===== src/hw/sacv_map.vh =====
// constants for the sampling converter sequencing and serial output logic
// assumes one system clock at 200 MHz; strobe and serial clock sampled synchronously
`ifndef SACV_MAP_VH
`define SACV_MAP_VH

`define SACV_RES_BITS 12
`define SACV_FRAME_CLKS 16
`define SACV_PD_CYCLE 13
`define SACV_LSB_CYCLE 13
`define SACV_LAST_BIT_CYCLE 12
`define SACV_FIFO_DEPTH 8
`define SACV_CLK_PERIOD_PS 5000
`define SACV_ACQ_NS 350
`define SACV_ACQ_CYC ((`SACV_ACQ_NS * 1000 + `SACV_CLK_PERIOD_PS - 1) / `SACV_CLK_PERIOD_PS)
`define SACV_DROOP_US 5
`define SACV_DROOP_CYC ((`SACV_DROOP_US * 1000000) / `SACV_CLK_PERIOD_PS)

`endif


===== src/hw/sacv_core.v =====
// conversion sequencer and serial data output of the sampling converter
// assumes strobe and serial clock already synchronous to ref_clk; the analog
// comparator result arrives one bit per cycle on cmp_bit
`include "sacv_map.vh"
module sacv_core #(
  parameter RES_BITS = `SACV_RES_BITS,
  parameter FIFO_DEPTH = `SACV_FIFO_DEPTH
) (
  // clock and reset
  input wire ref_clk,
  input wire rst_n,
  // host pins
  input wire sample_strobe,
  input wire sclk,
  output reg data_out,
  output reg data_oe,
  // analog side
  input wire cmp_bit,
  output reg hold_mode,
  output reg powered_down,
  output reg aborted,
  // result stream
  output reg res_valid,
  input wire res_ready,
  output reg [RES_BITS-1:0] res_data,
  output reg fifo_stall
);
  localparam ST_SAMPLE = 3'h0;
  localparam ST_SAMPLE_STROBE = 3'h1;
  localparam ST_LSB = 3'h2;
  localparam ST_PDOWN = 3'h3;
  localparam ST_DONE = 3'h4;

  reg [2:0] state;
  reg [2:0] next_state;
  reg strobe_q;
  reg sclk_q;
  reg [4:0] cycle;
  reg [RES_BITS-1:0] sar;
  reg [RES_BITS-1:0] result;
  reg [3:0] lsb_idx;
  reg strobe_went_high;
  reg push;
  wire strobe_rise;
  wire strobe_fall;
  wire sclk_fall;
  wire f_in_ready;
  wire f_out_valid;
  wire [RES_BITS-1:0] f_out_data;

  assign strobe_rise = sample_strobe && !strobe_q;
  assign strobe_fall = !sample_strobe && strobe_q;
  assign sclk_fall = !sclk && sclk_q;

  // next-state decisions; strobe edges take priority over clock edges
  always @* begin
    next_state = state;
    case (state)
      ST_SAMPLE: begin
        if (strobe_fall && f_in_ready) begin
          next_state = ST_SAMPLE_STROBE;
        end
      end
      ST_SAMPLE_STROBE: begin
        if (strobe_fall && strobe_went_high && cycle < `SACV_PD_CYCLE) begin
          next_state = ST_SAMPLE;
        end else if (strobe_fall && strobe_went_high) begin
          next_state = ST_LSB;
        end else if (sclk_fall && cycle == `SACV_PD_CYCLE - 1) begin
          next_state = strobe_went_high ? ST_DONE : ST_PDOWN;
        end
      end
      ST_LSB: begin
        if (strobe_rise) begin
          next_state = ST_SAMPLE;
        end
      end
      ST_PDOWN: begin
        if (strobe_rise) begin
          next_state = ST_SAMPLE;
        end
      end
      ST_DONE: begin
        if (strobe_fall) begin
          next_state = ST_LSB;
        end else if (sclk_fall) begin
          next_state = ST_SAMPLE;
        end
      end
      default: begin
        next_state = ST_SAMPLE;
      end
    endcase
  end

  // sequencer registers and serial output
  always @(posedge ref_clk or negedge rst_n) begin
    if (!rst_n) begin
      state <= ST_PDOWN;
      strobe_q <= 1'b0;
      sclk_q <= 1'b0;
      cycle <= 5'h00;
      sar <= {RES_BITS{1'b0}};
      result <= {RES_BITS{1'b0}};
      lsb_idx <= 4'h0;
      strobe_went_high <= 1'b0;
      push <= 1'b0;
      data_out <= 1'b0;
      data_oe <= 1'b0;
      hold_mode <= 1'b0;
      powered_down <= 1'b1;
      aborted <= 1'b0;
    end else begin
      strobe_q <= sample_strobe;
      sclk_q <= sclk;
      state <= next_state;
      push <= 1'b0;
      aborted <= 1'b0;
      hold_mode <= (next_state == ST_SAMPLE_STROBE);
      // power-down state leaves sampling intact, so wake-up costs nothing
      powered_down <= (next_state == ST_PDOWN) || (next_state == ST_LSB);
      if (state == ST_SAMPLE && next_state == ST_SAMPLE_STROBE) begin
        cycle <= 5'h01;
        data_oe <= 1'b1;
        data_out <= 1'b0;
        sar <= {RES_BITS{1'b0}};
        strobe_went_high <= 1'b0;
      end else if (state == ST_SAMPLE_STROBE) begin
        if (sample_strobe) begin
          strobe_went_high <= 1'b1;
        end
        if (strobe_fall && strobe_went_high && cycle < `SACV_PD_CYCLE) begin
          data_oe <= 1'b0;
          aborted <= 1'b1;
        end else if (strobe_fall && strobe_went_high) begin
          // the lsb stays on the line until the next clock fall
          lsb_idx <= 4'h1;
        end else if (sclk_fall) begin
          cycle <= cycle + 5'h01;
          // cycles 1..12 decide and present one bit each, msb first
          if (cycle >= 5'h01 && cycle <= `SACV_LAST_BIT_CYCLE) begin
            sar[RES_BITS[3:0] - cycle[3:0]] <= cmp_bit;
            data_out <= cmp_bit;
          end
          if (cycle == `SACV_PD_CYCLE - 1) begin
            result <= {sar[RES_BITS-1:1], cmp_bit};
            push <= 1'b1;
            if (!strobe_went_high) begin
              data_oe <= 1'b0;
            end
          end
        end
      end else if (state == ST_DONE) begin
        if (strobe_fall) begin
          // bit 0 keeps standing for the rest of clock 13; resend starts on the next fall
          lsb_idx <= 4'h1;
        end else if (sclk_fall) begin
          data_oe <= 1'b0;
        end
      end else if (state == ST_LSB) begin
        if (strobe_rise) begin
          data_oe <= 1'b0;
        end else if (sclk_fall) begin
          // eleven more bits, least significant first
          if (lsb_idx < RES_BITS[3:0]) begin
            data_out <= result[lsb_idx];
            lsb_idx <= lsb_idx + 4'h1;
          end else begin
            data_oe <= 1'b0;
          end
        end
      end else if (state == ST_PDOWN && strobe_rise) begin
        data_oe <= 1'b0;
      end
    end
  end

  // result stream output register; the fifo refuses starts when full
  always @(posedge ref_clk or negedge rst_n) begin
    if (!rst_n) begin
      res_valid <= 1'b0;
      res_data <= {RES_BITS{1'b0}};
      fifo_stall <= 1'b0;
    end else begin
      fifo_stall <= !f_in_ready;
      if (!res_valid || res_ready) begin
        res_valid <= f_out_valid;
        res_data <= f_out_data;
      end
    end
  end

  sacv_fifo #(
    .WIDTH(RES_BITS),
    .DEPTH(FIFO_DEPTH),
    .AW(3)
  ) u_fifo (
    .ref_clk(ref_clk),
    .rst_n(rst_n),
    .in_valid(push),
    .in_ready(f_in_ready),
    .in_data(result),
    .out_valid(f_out_valid),
    .out_ready(!res_valid || res_ready),
    .out_data(f_out_data)
  );
endmodule // sacv_core


===== src/hw/sacv_fifo.v =====
// small synchronous fifo carrying finished conversion results
// assumes one clock and an asynchronous active-low reset
module sacv_fifo #(
  parameter WIDTH = 12,
  parameter DEPTH = 8,
  parameter AW = 3
) (
  // clock and reset
  input wire ref_clk,
  input wire rst_n,
  // write side
  input wire in_valid,
  output wire in_ready,
  input wire [WIDTH-1:0] in_data,
  // read side
  output wire out_valid,
  input wire out_ready,
  output wire [WIDTH-1:0] out_data
);
  reg [WIDTH-1:0] mem [0:DEPTH-1];
  reg [AW-1:0] wr_ptr;
  reg [AW-1:0] rd_ptr;
  reg [AW:0] count;
  wire do_wr;
  wire do_rd;

  // full and empty come straight from the occupancy count
  assign in_ready = (count != DEPTH);
  assign out_valid = (count != 0);
  assign out_data = mem[rd_ptr];
  assign do_wr = in_valid && in_ready;
  assign do_rd = out_valid && out_ready;

  // storage has no reset; only pointers and count need a defined value
  always @(posedge ref_clk) begin
    if (do_wr) begin
      mem[wr_ptr] <= in_data;
    end
  end

  // pointer and count update; depth need not be a power of two
  always @(posedge ref_clk or negedge rst_n) begin
    if (!rst_n) begin
      wr_ptr <= {AW{1'b0}};
      rd_ptr <= {AW{1'b0}};
      count <= {(AW+1){1'b0}};
    end else begin
      if (do_wr) begin
        wr_ptr <= (wr_ptr == DEPTH - 1) ? {AW{1'b0}} : wr_ptr + 1'b1;
      end
      if (do_rd) begin
        rd_ptr <= (rd_ptr == DEPTH - 1) ? {AW{1'b0}} : rd_ptr + 1'b1;
      end
      if (do_wr && !do_rd) begin
        count <= count + 1'b1;
      end else if (do_rd && !do_wr) begin
        count <= count - 1'b1;
      end
    end
  end
endmodule // sacv_fifo


===== config.mk =====
export PLATFORM = sky130hd
export DESIGN_NAME = sacv_core
export DESIGN_NICKNAME = d
export VERILOG_FILES = /design/src/hw/sacv_core.v /design/src/hw/sacv_fifo.v
export VERILOG_INCLUDE_DIRS = /design/src /design/src/hw
export SDC_FILE = /design/constraint.sdc
export NUM_CORES = 1
export LEC_CHECK = 0
export CORE_MARGIN = 4
export CORE_UTILIZATION = 55
export CTS_CLUSTER_SIZE = 12
export DETAILED_ROUTE_END_ITERATION = 10
export DONT_BUFFER_PORTS = 1
export HOLD_SLACK_MARGIN = 0.03
export PLACE_DENSITY_LB_ADDON = 0.2
export SLEW_MARGIN = 20
export SYNTH_ARGS = -nofsm -noshare
export SYNTH_HDL_FRONTEND = slang
export SYNTH_SLANG_ARGS = --single-unit

===== constraint.sdc =====
create_clock -name ref_clk -period 4.1 [get_ports ref_clk]
set_input_delay 0.615 -clock ref_clk [delete_from_list [all_inputs] [get_ports ref_clk]]
set_output_delay 0.615 -clock ref_clk [all_outputs]
set_load 0.005 [all_outputs]

# --- Word-level counts from Yosys, hierarchy flattened ---
# Memories as Yosys holds them, arrays and structs flattened. A register that Yosys moved wholly into a read port is not among the register bits.
# Cells that the tools add are included.
word_totals:
  mem_count: 1
  ff_bits: 57
  ram_bits: 96
  output_inout_bits: 19
op_classes:
  n_eq_ne: 32
  reduce_logical: 46
  n_lt_le_gt_ge: 7
  bitwise: 3
  n_addsub: 7
  mux: 78
mem_list:
  columns: ["name", "words", "width", "read_ports", "rd_ports_with_merged_regs", "wr", "line_no", "source"]
  rows:
  - ["u_fifo.mem", 8, 12, 1, 1, 1, "sacv_fifo.v:20", "reg [WIDTH-1:0] mem [0:DEPTH-1];"]
op_table:
  columns: ["op", "n"]
  rows:
  - ["$mux W12", 6]
  - ["$mux W4", 11]
  - ["$mux W1", 42]
  - ["$mux W3", 10]
  - ["$ne A4 B4 Y1 const B", 7]
  - ["$mux W5", 5]
  - ["$ne A3 B3 Y1 const B", 6]
  - ["$reduce_and A9 Y1", 2]
  - ["$logic_and A1 B1 Y1", 15]
  - ["$reduce_bool A3 Y1", 5]
  - ["$bwmux W12", 1]
  - ["$eq A3 B2 Y1 const B", 4]
  - ["$pmux W3 S4", 1]
  - ["$lt A4 B5 Y1 const B", 2]
  - ["$reduce_bool A2 Y1", 5]
  - ["$eq A3 B3 Y1 const B", 3]
  - ["$add A4 B1 Y4 const B", 2]
  - ["$logic_not A1 Y1", 8]
  - ["$reduce_and A8 Y1", 1]
  - ["$add A3 B1 Y3 const B", 2]
  - ["$eq A3 B1 Y1 const B", 2]
  - ["$ne A3 B1 Y1 const B", 2]
  - ["$ne A6 B6 Y1 const B", 1]
  - ["$reduce_and A6 Y1", 1]
  - ["24 further kinds", 29]

# --- Longest topological paths before layout ---
# Gate-level depths: netlist of run 1.
logic_depth:
  word_depth: 12
  depth_mapped: 12
  ltp_nobuf: 12

# --- Modules after synthesis ---
# Synthesis of run 1 repeated with hierarchy kept, for this count alone.
hier_totals:
  hier_cells: 452
  hier_area_um2: 7264.5
modules_own_cells:
  columns: ["mod", "cells_each", "seq_area_each_um2", "n_inst", "area_per_inst_um2"]
  rows:
  - ["sacv_fifo", 204, 3133.0, 1, 4367.9]
  - ["sacv_core", 248, 1455.1, 1, 2896.5]

# --- Worst setup path after synthesis of run 1 ---
# Ideal clock, no wire load.
synth_path:
  kind: "input port to flip-flop"
  start: "input res_ready"
  end: "register u_fifo.count[3]"
  t_arrival_ns: 2.251
  path_slack_ns: 1.723
  required_ns: 3.975
  setup_time_ns: 0.125
  n_path_buf: 1
  cell_stages: 12
  cell_sequence: "nor2b_1 -> clkbuf_1 -> nor2_1 -> inv_1 -> ha_1 -> inv_1 -> ha_1 -> a21o_1 -> a21oi_1 -> xnor2_1 -> nor2_1 -> xor2_1"
synth_via:
  elab_chain_len: 5
  elab_cells_between_ends: 7
  classes_between: "mux (1); reduce/logical (6)"
synth_rtl:
  columns: ["element", "line_no", "source"]
  rows:
  - ["from (decl)", "sacv_core.v:24", "input wire res_ready,"]
  - ["$logic_or A1 B1 Y1 *", "sacv_core.v:204", ".out_ready(!res_valid || res_ready),"]
  - ["$logic_and A1 B1 Y1 *", "sacv_fifo.v:32", "assign do_rd = out_valid && out_ready;"]
  - ["$logic_not A1 Y1", "sacv_fifo.v:54", "if (do_wr && !do_rd) begin"]
  - ["$logic_and A1 B1 Y1", "sacv_fifo.v:54", null]
  - ["$mux W4 / $reduce_bool A2 Y1 (equally long branches)", null, null]
  - ["to (signal assigned)", "sacv_fifo.v:46", "count <= {(AW+1){1'b0}};"]
  - ["to (signal assigned)", "sacv_fifo.v:55", "count <= count + 1'b1;"]
  - ["to (signal assigned)", "sacv_fifo.v:57", "count <= count - 1'b1;"]
  - ["to (decl)", "sacv_fifo.v:23", "reg [AW:0] count;"]
# Mark *: on every way between the ends. The rest lies on a longest branch, timed or not.
# A chain may end at the register's enable or synchronous reset.

# --- Worst setup path in the final report of run 1 ---
layout_path:
  start: "register u_fifo.count[0]"
  end: "register u_fifo.count[3]"
layout_via:
  elab_chain_len: 5
  elab_cells_between_ends: 13
  classes_between: "add/sub (2); eq/ne (1); mux (2); reduce/logical (8)"
layout_rtl:
  columns: ["element"]
  rows:
  - ["branches (longest 5 deep; another with $sub A4 B1 Y4)"]
# Several ways; the timed one is not identified. The select of a mux whose other input is x is not followed.

==> run metrics, run 1 <==
status=finished clean; startpoint kind of the worst setup timing path=register; gate count after technology mapping=461; drt first-iter violations=210; Final Critical Period=2.600 ns; type of the tightest min-delay check=input pin to async pin; unrepaired setup endpoints after global routing=false; r2r endpoint=u_fifo.count[3]$_DFFE_PN0P_; summed instance area of the synthesized netlist=7072 um^2; starting density of the core=56.04%; hold violation total from the final report=0; worst-case reg-to-reg path depth=11; combined global-route utilization of all metal layers=18.93%; wl on met1=5.210 mm; count of clock tree sinks=164; synthesized area per cell=15.34 um^2; highest metal layer with signal wires=met4; highest clock frequency the design can meet=0.3846 GHz; die outline height=121.4 um; number of buffers created by CTS=17; minimum setup slack among reg-to-reg paths=1.50 ns; leftover overflow at the end of global routing=0; top cells by area in the synthesized netlist=sky130_fd_sc_hd__edfxtp_1 (41%), sky130_fd_sc_hd__dfrtp_1 (23%), sky130_fd_sc_hd__mux4_2 (8.6%), sky130_fd_sc_hd__mux2i_1 (3.7%), sky130_fd_sc_hd__ha_1 (2.5%); area of the core=12620 um^2; Clock Pin Slew Worst Setup and Hold Paths=0.06 ns; routed wire length=12.44 mm; total inserted antenna cells=0; maximum number of pins on one net before global-route repair=66; HPWL reported at the end of detailed placement=8.065 mm; total negative setup slack=0 ns; crit path max fanout=5; antenna violations before repair=0; worst skew pair latency=0.42 ns; transition time at the pin with the least slew margin=0.8434 ns; most area-hungry cell type in the Yosys netlist=sky130_fd_sc_hd__edfxtp_1; number of enable-type register cells in the synthesized netlist=96; worst-case vdd ir drop=0.3217 mV; Synth cell types=54; final setup fails=0; final core area utilization=62.31%; first-pass GRT wire length=20.61 mm; startpoint of the worst register-to-register path=u_fifo.count[0]$_DFFE_PN0P_; final weighted congestion in routability-driven placement=0.8683; Crit path required time=4.40 ns; Worst slew margin=43.77%; quantity of gates resized following cts=0; top cell type's share of synthesized area=40.76%; number of global-route vias before repair=3851; leak pwr=2.892 nW; Final Slew Violations=0; largest buffer count on any clock path=2; Buffers on Ports=0; Via Count=3736; Final period util=63.42%; routed length per instance=18.90 um; most common library cell in the layout ignoring fill and taps=sky130_fd_sc_hd__edfxtp_1; critical path class=register to register; synth warn=0; met3 wire len=656 um; Die W=121.4 um; area growth from synthesis to final layout=11.20%; ANT nets after route=0; Placement Rows=41; TritonCTS clock tree=yes; IO Pins=25; register bit count reported by yosys=164; power per cell area=551.2 nW/um^2; flip-flop cell with the highest count after synthesis=sky130_fd_sc_hd__edfxtp_1; sequential-to-total area share from yosys stat=64.88%; Final Power=4.334 mW; number of max-capacitance violations reported=0; CTS H-Tree Depth=4; total met2 wirelength after detailed routing=6.401 mm; number of nets in the synthesized netlist=482; Worst EP arrival=2.90 ns; net total in the final layout=494; die footprint=14740 um^2; remaining routing DRC violations=0; TritonRoute pass-1 iters=4; fraction of final layout cells with drive strength greater than 1=19.34%; detailed-route vias per instance=5.678; Worst Skew=0.007980 ns; Setup crit end kind=register; Async SR Flop Fraction=41.46%; cell chosen for the clock root=sky130_fd_sc_hd__clkbuf_16; commonest cells after routing, fill and taps aside=sky130_fd_sc_hd__edfxtp_1 (96), sky130_fd_sc_hd__dfrtp_1 (63), sky130_fd_sc_hd__nand2_1 (46)
==> metrics by stage <==
stage | instance area (um^2) | hold WS [ns] | setup WS [ns] | std cells
3_5_place_dp | 7272 | 0.3217 | 1.454 | 624
5_1_grt | 7864 | 0.06492 | 1.299 | 658
2_1_floorplan | 7072 | 0.3194 | 1.723 | 461
4_1_cts | 7863 | 0.05772 | 1.516 | 658
3_3_place_gp | 7271 | 0.3216 | 1.552 | 624
6_report | 7864 | 0.06024 | 1.500 | 658
==> cell type report <==
class | count | area [um^2]
clock buffers | 21 | 440.4
clock inverters | 11 | 112.6
fillers | 960 | 4756
inverters | 10 | 37.54
multi-input cells | 267 | 2347
flip-flops and latches | 164 | 4591
well taps | 172 | 215.2
repair buffers | 13 | 120.1
==> flip-flops by register name (all words and copies together) (netlist names), 3 cells and up <==
signal,cells
sar,11
state,3
res_data,12
u_fifo.wr_ptr,3
result,12
u_fifo.mem,96
u_fifo.count,4
u_fifo.rd_ptr,3
cycle,5
lsb_idx,4
==> layer usage <==
metal,track usage [%],up-vias
met5,0,-
met4,6.793,0
met3,5.128,15
met2,31.40,91
met1,24.07,1871
li1,-,1759
==> logic make-up after synthesis <==
| logic type | share of synthesized area (%) |
|---|---|
| buf+inv | 1.928 |
| mux | 14.99 |
| simple gates | 8.971 |
| fa+ha+maj | 2.760 |
| flops | 64.88 |
| xor+xnor | 1.115 |
| compound gates | 5.361 |
==> worst max-delay path by stage <==
stage,startpoint,endpoint,cells after the start,slack (ns)
floorplan,res_ready,u_fifo.count[3]$_DFFE_PN0P_,12,1.72
global placement,res_ready,u_fifo.count[3]$_DFFE_PN0P_,12,1.55
detailed placement,res_ready,u_fifo.count[3]$_DFFE_PN0P_,12,1.45
CTS,u_fifo.count[0]$_DFFE_PN0P_,u_fifo.count[3]$_DFFE_PN0P_,11,1.52
global route,u_fifo.count[0]$_DFFE_PN0P_,u_fifo.count[3]$_DFFE_PN0P_,11,1.30
finish,u_fifo.count[0]$_DFFE_PN0P_,u_fifo.count[3]$_DFFE_PN0P_,11,1.50
==> power by group <==
group          total (mW)  switching [mW]  internal (mW)
clock                1.47           0.586          0.888
combinational       0.715           0.332          0.383
sequential           2.15           0.280           1.87
==> synth_stat cells (2+ instances only) <==
master,number
sky130_fd_sc_hd__o21a_1,2
sky130_fd_sc_hd__a21oi_1,10
sky130_fd_sc_hd__edfxtp_1,96
sky130_fd_sc_hd__dfstp_2,3
sky130_fd_sc_hd__dfrtp_1,65
sky130_fd_sc_hd__mux2i_1,26
sky130_fd_sc_hd__o31ai_1,2
sky130_fd_sc_hd__nand2b_1,10
sky130_fd_sc_hd__mux4_2,27
sky130_fd_sc_hd__buf_2,7
sky130_fd_sc_hd__mux2_1,2
sky130_fd_sc_hd__a31oi_1,3
sky130_fd_sc_hd__mux2_2,15
sky130_fd_sc_hd__nand2_1,46
sky130_fd_sc_hd__nor4_4,2
sky130_fd_sc_hd__nor2b_1,7
sky130_fd_sc_hd__clkbuf_1,9
sky130_fd_sc_hd__ha_1,14
sky130_fd_sc_hd__a22o_1,2
sky130_fd_sc_hd__xor2_1,3
sky130_fd_sc_hd__o21ai_0,22
sky130_fd_sc_hd__a32oi_1,2
sky130_fd_sc_hd__nor3b_4,2
sky130_fd_sc_hd__nor2_1,18
sky130_fd_sc_hd__buf_4,2
sky130_fd_sc_hd__inv_1,10
sky130_fd_sc_hd__and3_1,5
sky130_fd_sc_hd__nand3_1,10
sky130_fd_sc_hd__nor3_1,8
sky130_fd_sc_hd__a221o_1,2
sky130_fd_sc_hd__xnor2_1,6
==> critical path, stage by stage (launching register included) <==
cell and delay, ns:
sky130_fd_sc_hd__dfrtp_1 0.45, sky130_fd_sc_hd__nor4_1 0.48, sky130_fd_sc_hd__nor2_1 0.19, sky130_fd_sc_hd__inv_1 0.10, sky130_fd_sc_hd__ha_1 0.19, sky130_fd_sc_hd__inv_1 0.09, sky130_fd_sc_hd__ha_1 0.29, sky130_fd_sc_hd__a21o_1 0.18
sky130_fd_sc_hd__a21oi_1 0.17, sky130_fd_sc_hd__xnor2_1 0.14, sky130_fd_sc_hd__nor2_1 0.07, sky130_fd_sc_hd__xor2_1 0.14
==> what timing repair did <==
action                    4_1_cts  5_1_grt
hold endpoints to repair       65        0
buffers inserted                0        0
hold buffers                    2        0
Power figures use the tool's default switching activity.
==> inputs of run 2 (changes only) <==
Settings changed: ABC_AREA from default to 1.
Clock period 4.1 ns to 2.3 ns, I/O delays scaled along.
==> run metrics, run 2 <==
cell with the largest stage delay on the worst path=sky130_fd_sc_hd__dfrtp_2 (was sky130_fd_sc_hd__nor4_1); top cell type's share of synthesized area=40.17% (was 40.76%); number of buffers created by CTS=17 (unchanged); combined global-route utilization of all metal layers=21.14% (was 18.93%); Worst Skew=0.007831 ns (was 0.007980 ns); number of max-capacitance violations reported=0 (unchanged); Async SR Flop Fraction=41.46% (unchanged); flip-flop cell with the highest count after synthesis=sky130_fd_sc_hd__edfxtp_1 (unchanged); startpoint kind of the worst setup timing path=register (unchanged); synthesized area per cell=10.19 um^2 (was 15.34 um^2); TritonCTS clock tree=yes (unchanged); cell chosen for the clock root=sky130_fd_sc_hd__clkbuf_16 (unchanged); dominant cell by count in the synthesized netlist=sky130_fd_sc_hd__nand2_1 (was sky130_fd_sc_hd__edfxtp_1); TritonRoute pass-1 iters=5 (was 4); final weighted congestion in routability-driven placement=0.8738 (was 0.8683); maximum single-stage delay on the critical path=0.43 ns (was 0.48 ns); Final period util=95.01% (was 63.42%); leftover overflow at the end of global routing=0 (unchanged); total non-filler cell area in the finished layout=8044 um^2 (was 7864 um^2); ANT nets after route=0 (unchanged); Buffers on Ports=0 (unchanged); worst-case vdd ir drop=0.5956 mV (was 0.3217 mV); routed length per instance=16.22 um (was 18.90 um); most common library cells after synthesis=sky130_fd_sc_hd__nand2_1 (148), sky130_fd_sc_hd__nor2_1 (107), sky130_fd_sc_hd__edfxtp_1 (96) (was sky130_fd_sc_hd__edfxtp_1 (96), sky130_fd_sc_hd__dfrtp_1 (65), sky130_fd_sc_hd__nand2_1 (46)); Crit path required time=2.61 ns (was 4.40 ns); minimum setup slack among reg-to-reg paths=0.11 ns (was 1.50 ns); worst skew pair latency=0.42 ns (about the same); number of buffers inserted to repair setup after CTS=0 (unchanged); largest buffer count on any clock path=2 (unchanged); remaining routing DRC violations=0 (unchanged); summed instance area of the synthesized netlist=7177 um^2 (was 7072 um^2); maximum number of pins on one net before global-route repair=69 (was 66); Via Count=4927 (was 3736); gate count after technology mapping=704 (was 461); number of nets in the synthesized netlist=725 (was 482); flip-flop count of the largest register after layout=96 (unchanged); sequential share of power=42.5% (was 49.5%); cell internal power dissipation=5.772 mW (was 3.136 mW); Worst EP arrival=2.49 ns (was 2.90 ns); Worst Hold Path Cells=2; power per cell area=1101 nW/um^2 (was 551.2 nW/um^2); commonest cells after routing, fill and taps aside=sky130_fd_sc_hd__nand2_1 (147), sky130_fd_sc_hd__nor2_1 (106), sky130_fd_sc_hd__edfxtp_1 (96) (was sky130_fd_sc_hd__edfxtp_1 (96), sky130_fd_sc_hd__dfrtp_1 (63), sky130_fd_sc_hd__nand2_1 (46)); final setup fails=0 (unchanged); drt first-iter violations=356 (was 210); critical path class=register to register (unchanged); final-layout fill cell count=1061 (was 960); Synth cell types=31 (was 54); Compound-Gate Fraction of Synth Area=9.571% (was 5.361%); die outline height=122.2 um (was 121.4 um); HPWL reported at the end of detailed placement=9.514 mm (was 8.065 mm); Setup crit end kind=register (unchanged); area of the core=12720 um^2 (was 12620 um^2); routed wire length=14.71 mm (was 12.44 mm); worst-case reg-to-reg path depth=13 (was 11); CTS H-Tree Depth=4 (unchanged); status=finished clean (unchanged); crit path max fanout=4 (was 5); number of enable-type register cells in the synthesized netlist=96 (unchanged); combinational family with the most area after synthesis=simple AND/OR/NAND/NOR gates (was multiplexers); sequential-to-total area share from yosys stat=63.93% (was 64.88%); Placement Rows=41 (unchanged); most common library cell in the layout ignoring fill and taps=sky130_fd_sc_hd__nand2_1 (was sky130_fd_sc_hd__edfxtp_1); detailed-route vias per instance=5.432 (was 5.678); area growth from synthesis to final layout=12.08% (was 11.20%); starting density of the core=56.41% (was 56.04%); switching power total=3.081 mW (was 1.198 mW); die footprint=14940 um^2 (was 14740 um^2); leak pwr=3.208 nW (was 2.892 nW); adder and majority cell fraction of the synthesized area=2.720% (was 2.760%); placed cell count=871 (was 624); Clock Power Share=29.9% (was 34.0%); final non-filler cell total=907 (was 658); antenna violations before repair=0 (unchanged); fraction of synthesized area in multiplexers=0.1569% (was 14.99%); type of the tightest min-delay check=input pin to register (was input pin to async pin); simple-gate share of the synthesized area=18.43% (was 8.970%); part of the power in combinational logic=27.6% (was 16.5%); count of clock tree sinks=164 (unchanged); Die W=122.2 um (was 121.4 um); switching portion of total power=34.81% (was 27.64%); Post-DP Area=7417 um^2 (was 7272 um^2); IO Pins=25 (unchanged); number of global-route vias before repair=4747 (was 3851); Regs by FF count=u_fifo.mem (96), res_data (12), result (12) (unchanged); top cells by area in the synthesized netlist=sky130_fd_sc_hd__edfxtp_1 (40%), sky130_fd_sc_hd__dfrtp_1 (23%), sky130_fd_sc_hd__nand2_1 (7.7%), sky130_fd_sc_hd__nor2_1 (5.6%), sky130_fd_sc_hd__o21ai_0 (5.2%) (was sky130_fd_sc_hd__edfxtp_1 (41%), sky130_fd_sc_hd__dfrtp_1 (23%), sky130_fd_sc_hd__mux4_2 (8.6%), sky130_fd_sc_hd__mux2i_1 (3.7%), sky130_fd_sc_hd__ha_1 (2.5%)); register bit count reported by yosys=164 (unchanged); first-pass GRT wire length=23.96 mm (was 20.61 mm); fraction of final layout cells with drive strength greater than 1=9.524% (was 19.34%); net total in the final layout=743 (was 494); Clock Pin Slew Worst Setup and Hold Paths=0.06 ns (about the same); Synth Area in XOR/XNOR=0.7322% (was 1.115%); register name with the most flops=u_fifo.mem (unchanged); synth warn=0 (unchanged); transition time at the pin with the least slew margin=0.5612 ns (was 0.8434 ns); most area-hungry cell type in the Yosys netlist=sky130_fd_sc_hd__edfxtp_1 (unchanged); Final Slew Violations=0 (unchanged); total inserted antenna cells=0 (unchanged); highest clock frequency the design can meet=0.4576 GHz (was 0.3846 GHz); Final Critical Period=2.185 ns (was 2.600 ns); ordered list of cells on the worst path=nor2_2 -> nand3_1 -> nand2_2 -> inv_1 -> ha_1 -> inv_2 -> ha_1 -> a21o_1 -> a21oi_2 -> nor2_1 -> nor2_1 -> nand2_1 -> xor2_1 (was nor4_1 -> nor2_1 -> inv_1 -> ha_1 -> inv_1 -> ha_1 -> a21o_1 -> a21oi_1 -> xnor2_1 -> nor2_1 -> xor2_1); hold violation total from the final report=0 (unchanged); Worst slew margin=62.55% (was 43.77%)
run 2: what timing repair did:
item | 4_1_cts | 5_1_grt
resized for setup | 1 | 5
hold buffers | 4 | 0
endpoints found under the setup margin | 1 | 1
hold endpoints to repair | 70 | 0
run 2: cell type report:
cell class / instances / area [um^2] / share of cell area, %
clock buffers: 19 / 432.9 / 5.382
flip-flops and latches: 164 / 4591 / 57.07
inverters: 52 / 195.2 / 2.427
multi-input cells: 463 / 2277 / 28.31
repair buffers: 24 / 207.7 / 2.582
clock inverters: 13 / 125.1 / 1.555
well taps: 172 / 215.2 / 2.675
run 2: worst max-delay path, delay by kind of cell, from the launching register on:
family / cells / cell delay, ns
simple gates: 6 / 0.58
buf+inv: 2 / 0.15
flops: 1 / 0.43
fa+ha+maj: 2 / 0.45
compound gates: 2 / 0.34
xor+xnor: 1 / 0.13
run 2: stage by stage:
step                hold WS, ns  util (%)  setup slack [ns]  total power [mW]  setup TNS, ns
floorplan               0.04941         -            0.1107             5.552              0
global placement        0.05151     58.30            0.1643             6.096              0
detailed placement      0.05140     58.30           0.01160             6.206              0
CTS                     0.04738     63.15           0.01181             8.907              0
global route            0.04845     63.23          -0.01658             9.457       -0.01658
finish                  0.06965     63.23            0.1149             8.853              0
run 2: layer usage:
metal  vias to the layer above  GRT usage, %  part of all wire (%)
met5                         -             0                     0
met4                         0         7.138                   1.8
met3                        21         5.161                   5.0
met2                       113         35.86                    51
met1                      2374         26.75                    43
li1                       2419             -                     -
run 2: cells by family after synthesis:
logic type | Yosys count
muxes | 1
xor gates and xnor gates | 6
buffers and inverters | 77
adders and majority gates | 15
DFF | 164
AOI/OAI and AO/OA | 124
and+or+nand+nor | 317
run 2: worst paths after layout:
kind                                             start                            to
max reg2reg                u_fifo.count[1]$_DFFE_PN0P_   u_fifo.count[3]$_DFFE_PN0P_
min in group asynchronous                        rst_n       res_data[8]$_DFFE_PN0N_
max in group asynchronous                        rst_n            state[1]$_DFF_PN1_
min reg2reg                         sar[1]$_DFFE_PN0P_         result[1]$_DFFE_PN0P_
max                        u_fifo.count[1]$_DFFE_PN0P_   u_fifo.count[3]$_DFFE_PN0P_
min                                      sample_strobe  strobe_went_high$_DFFE_PN0P_
run 2: power by group through the flow:
stage	clock [mW]	sequential [mW]	combinational [mW]
after floorplan	0	3.71	1.84
after global placement	0	3.80	2.30
after detailed placement	0	3.81	2.39
after CTS	2.70	3.76	2.44
after global routing	2.84	3.81	2.81
final	2.64	3.76	2.45
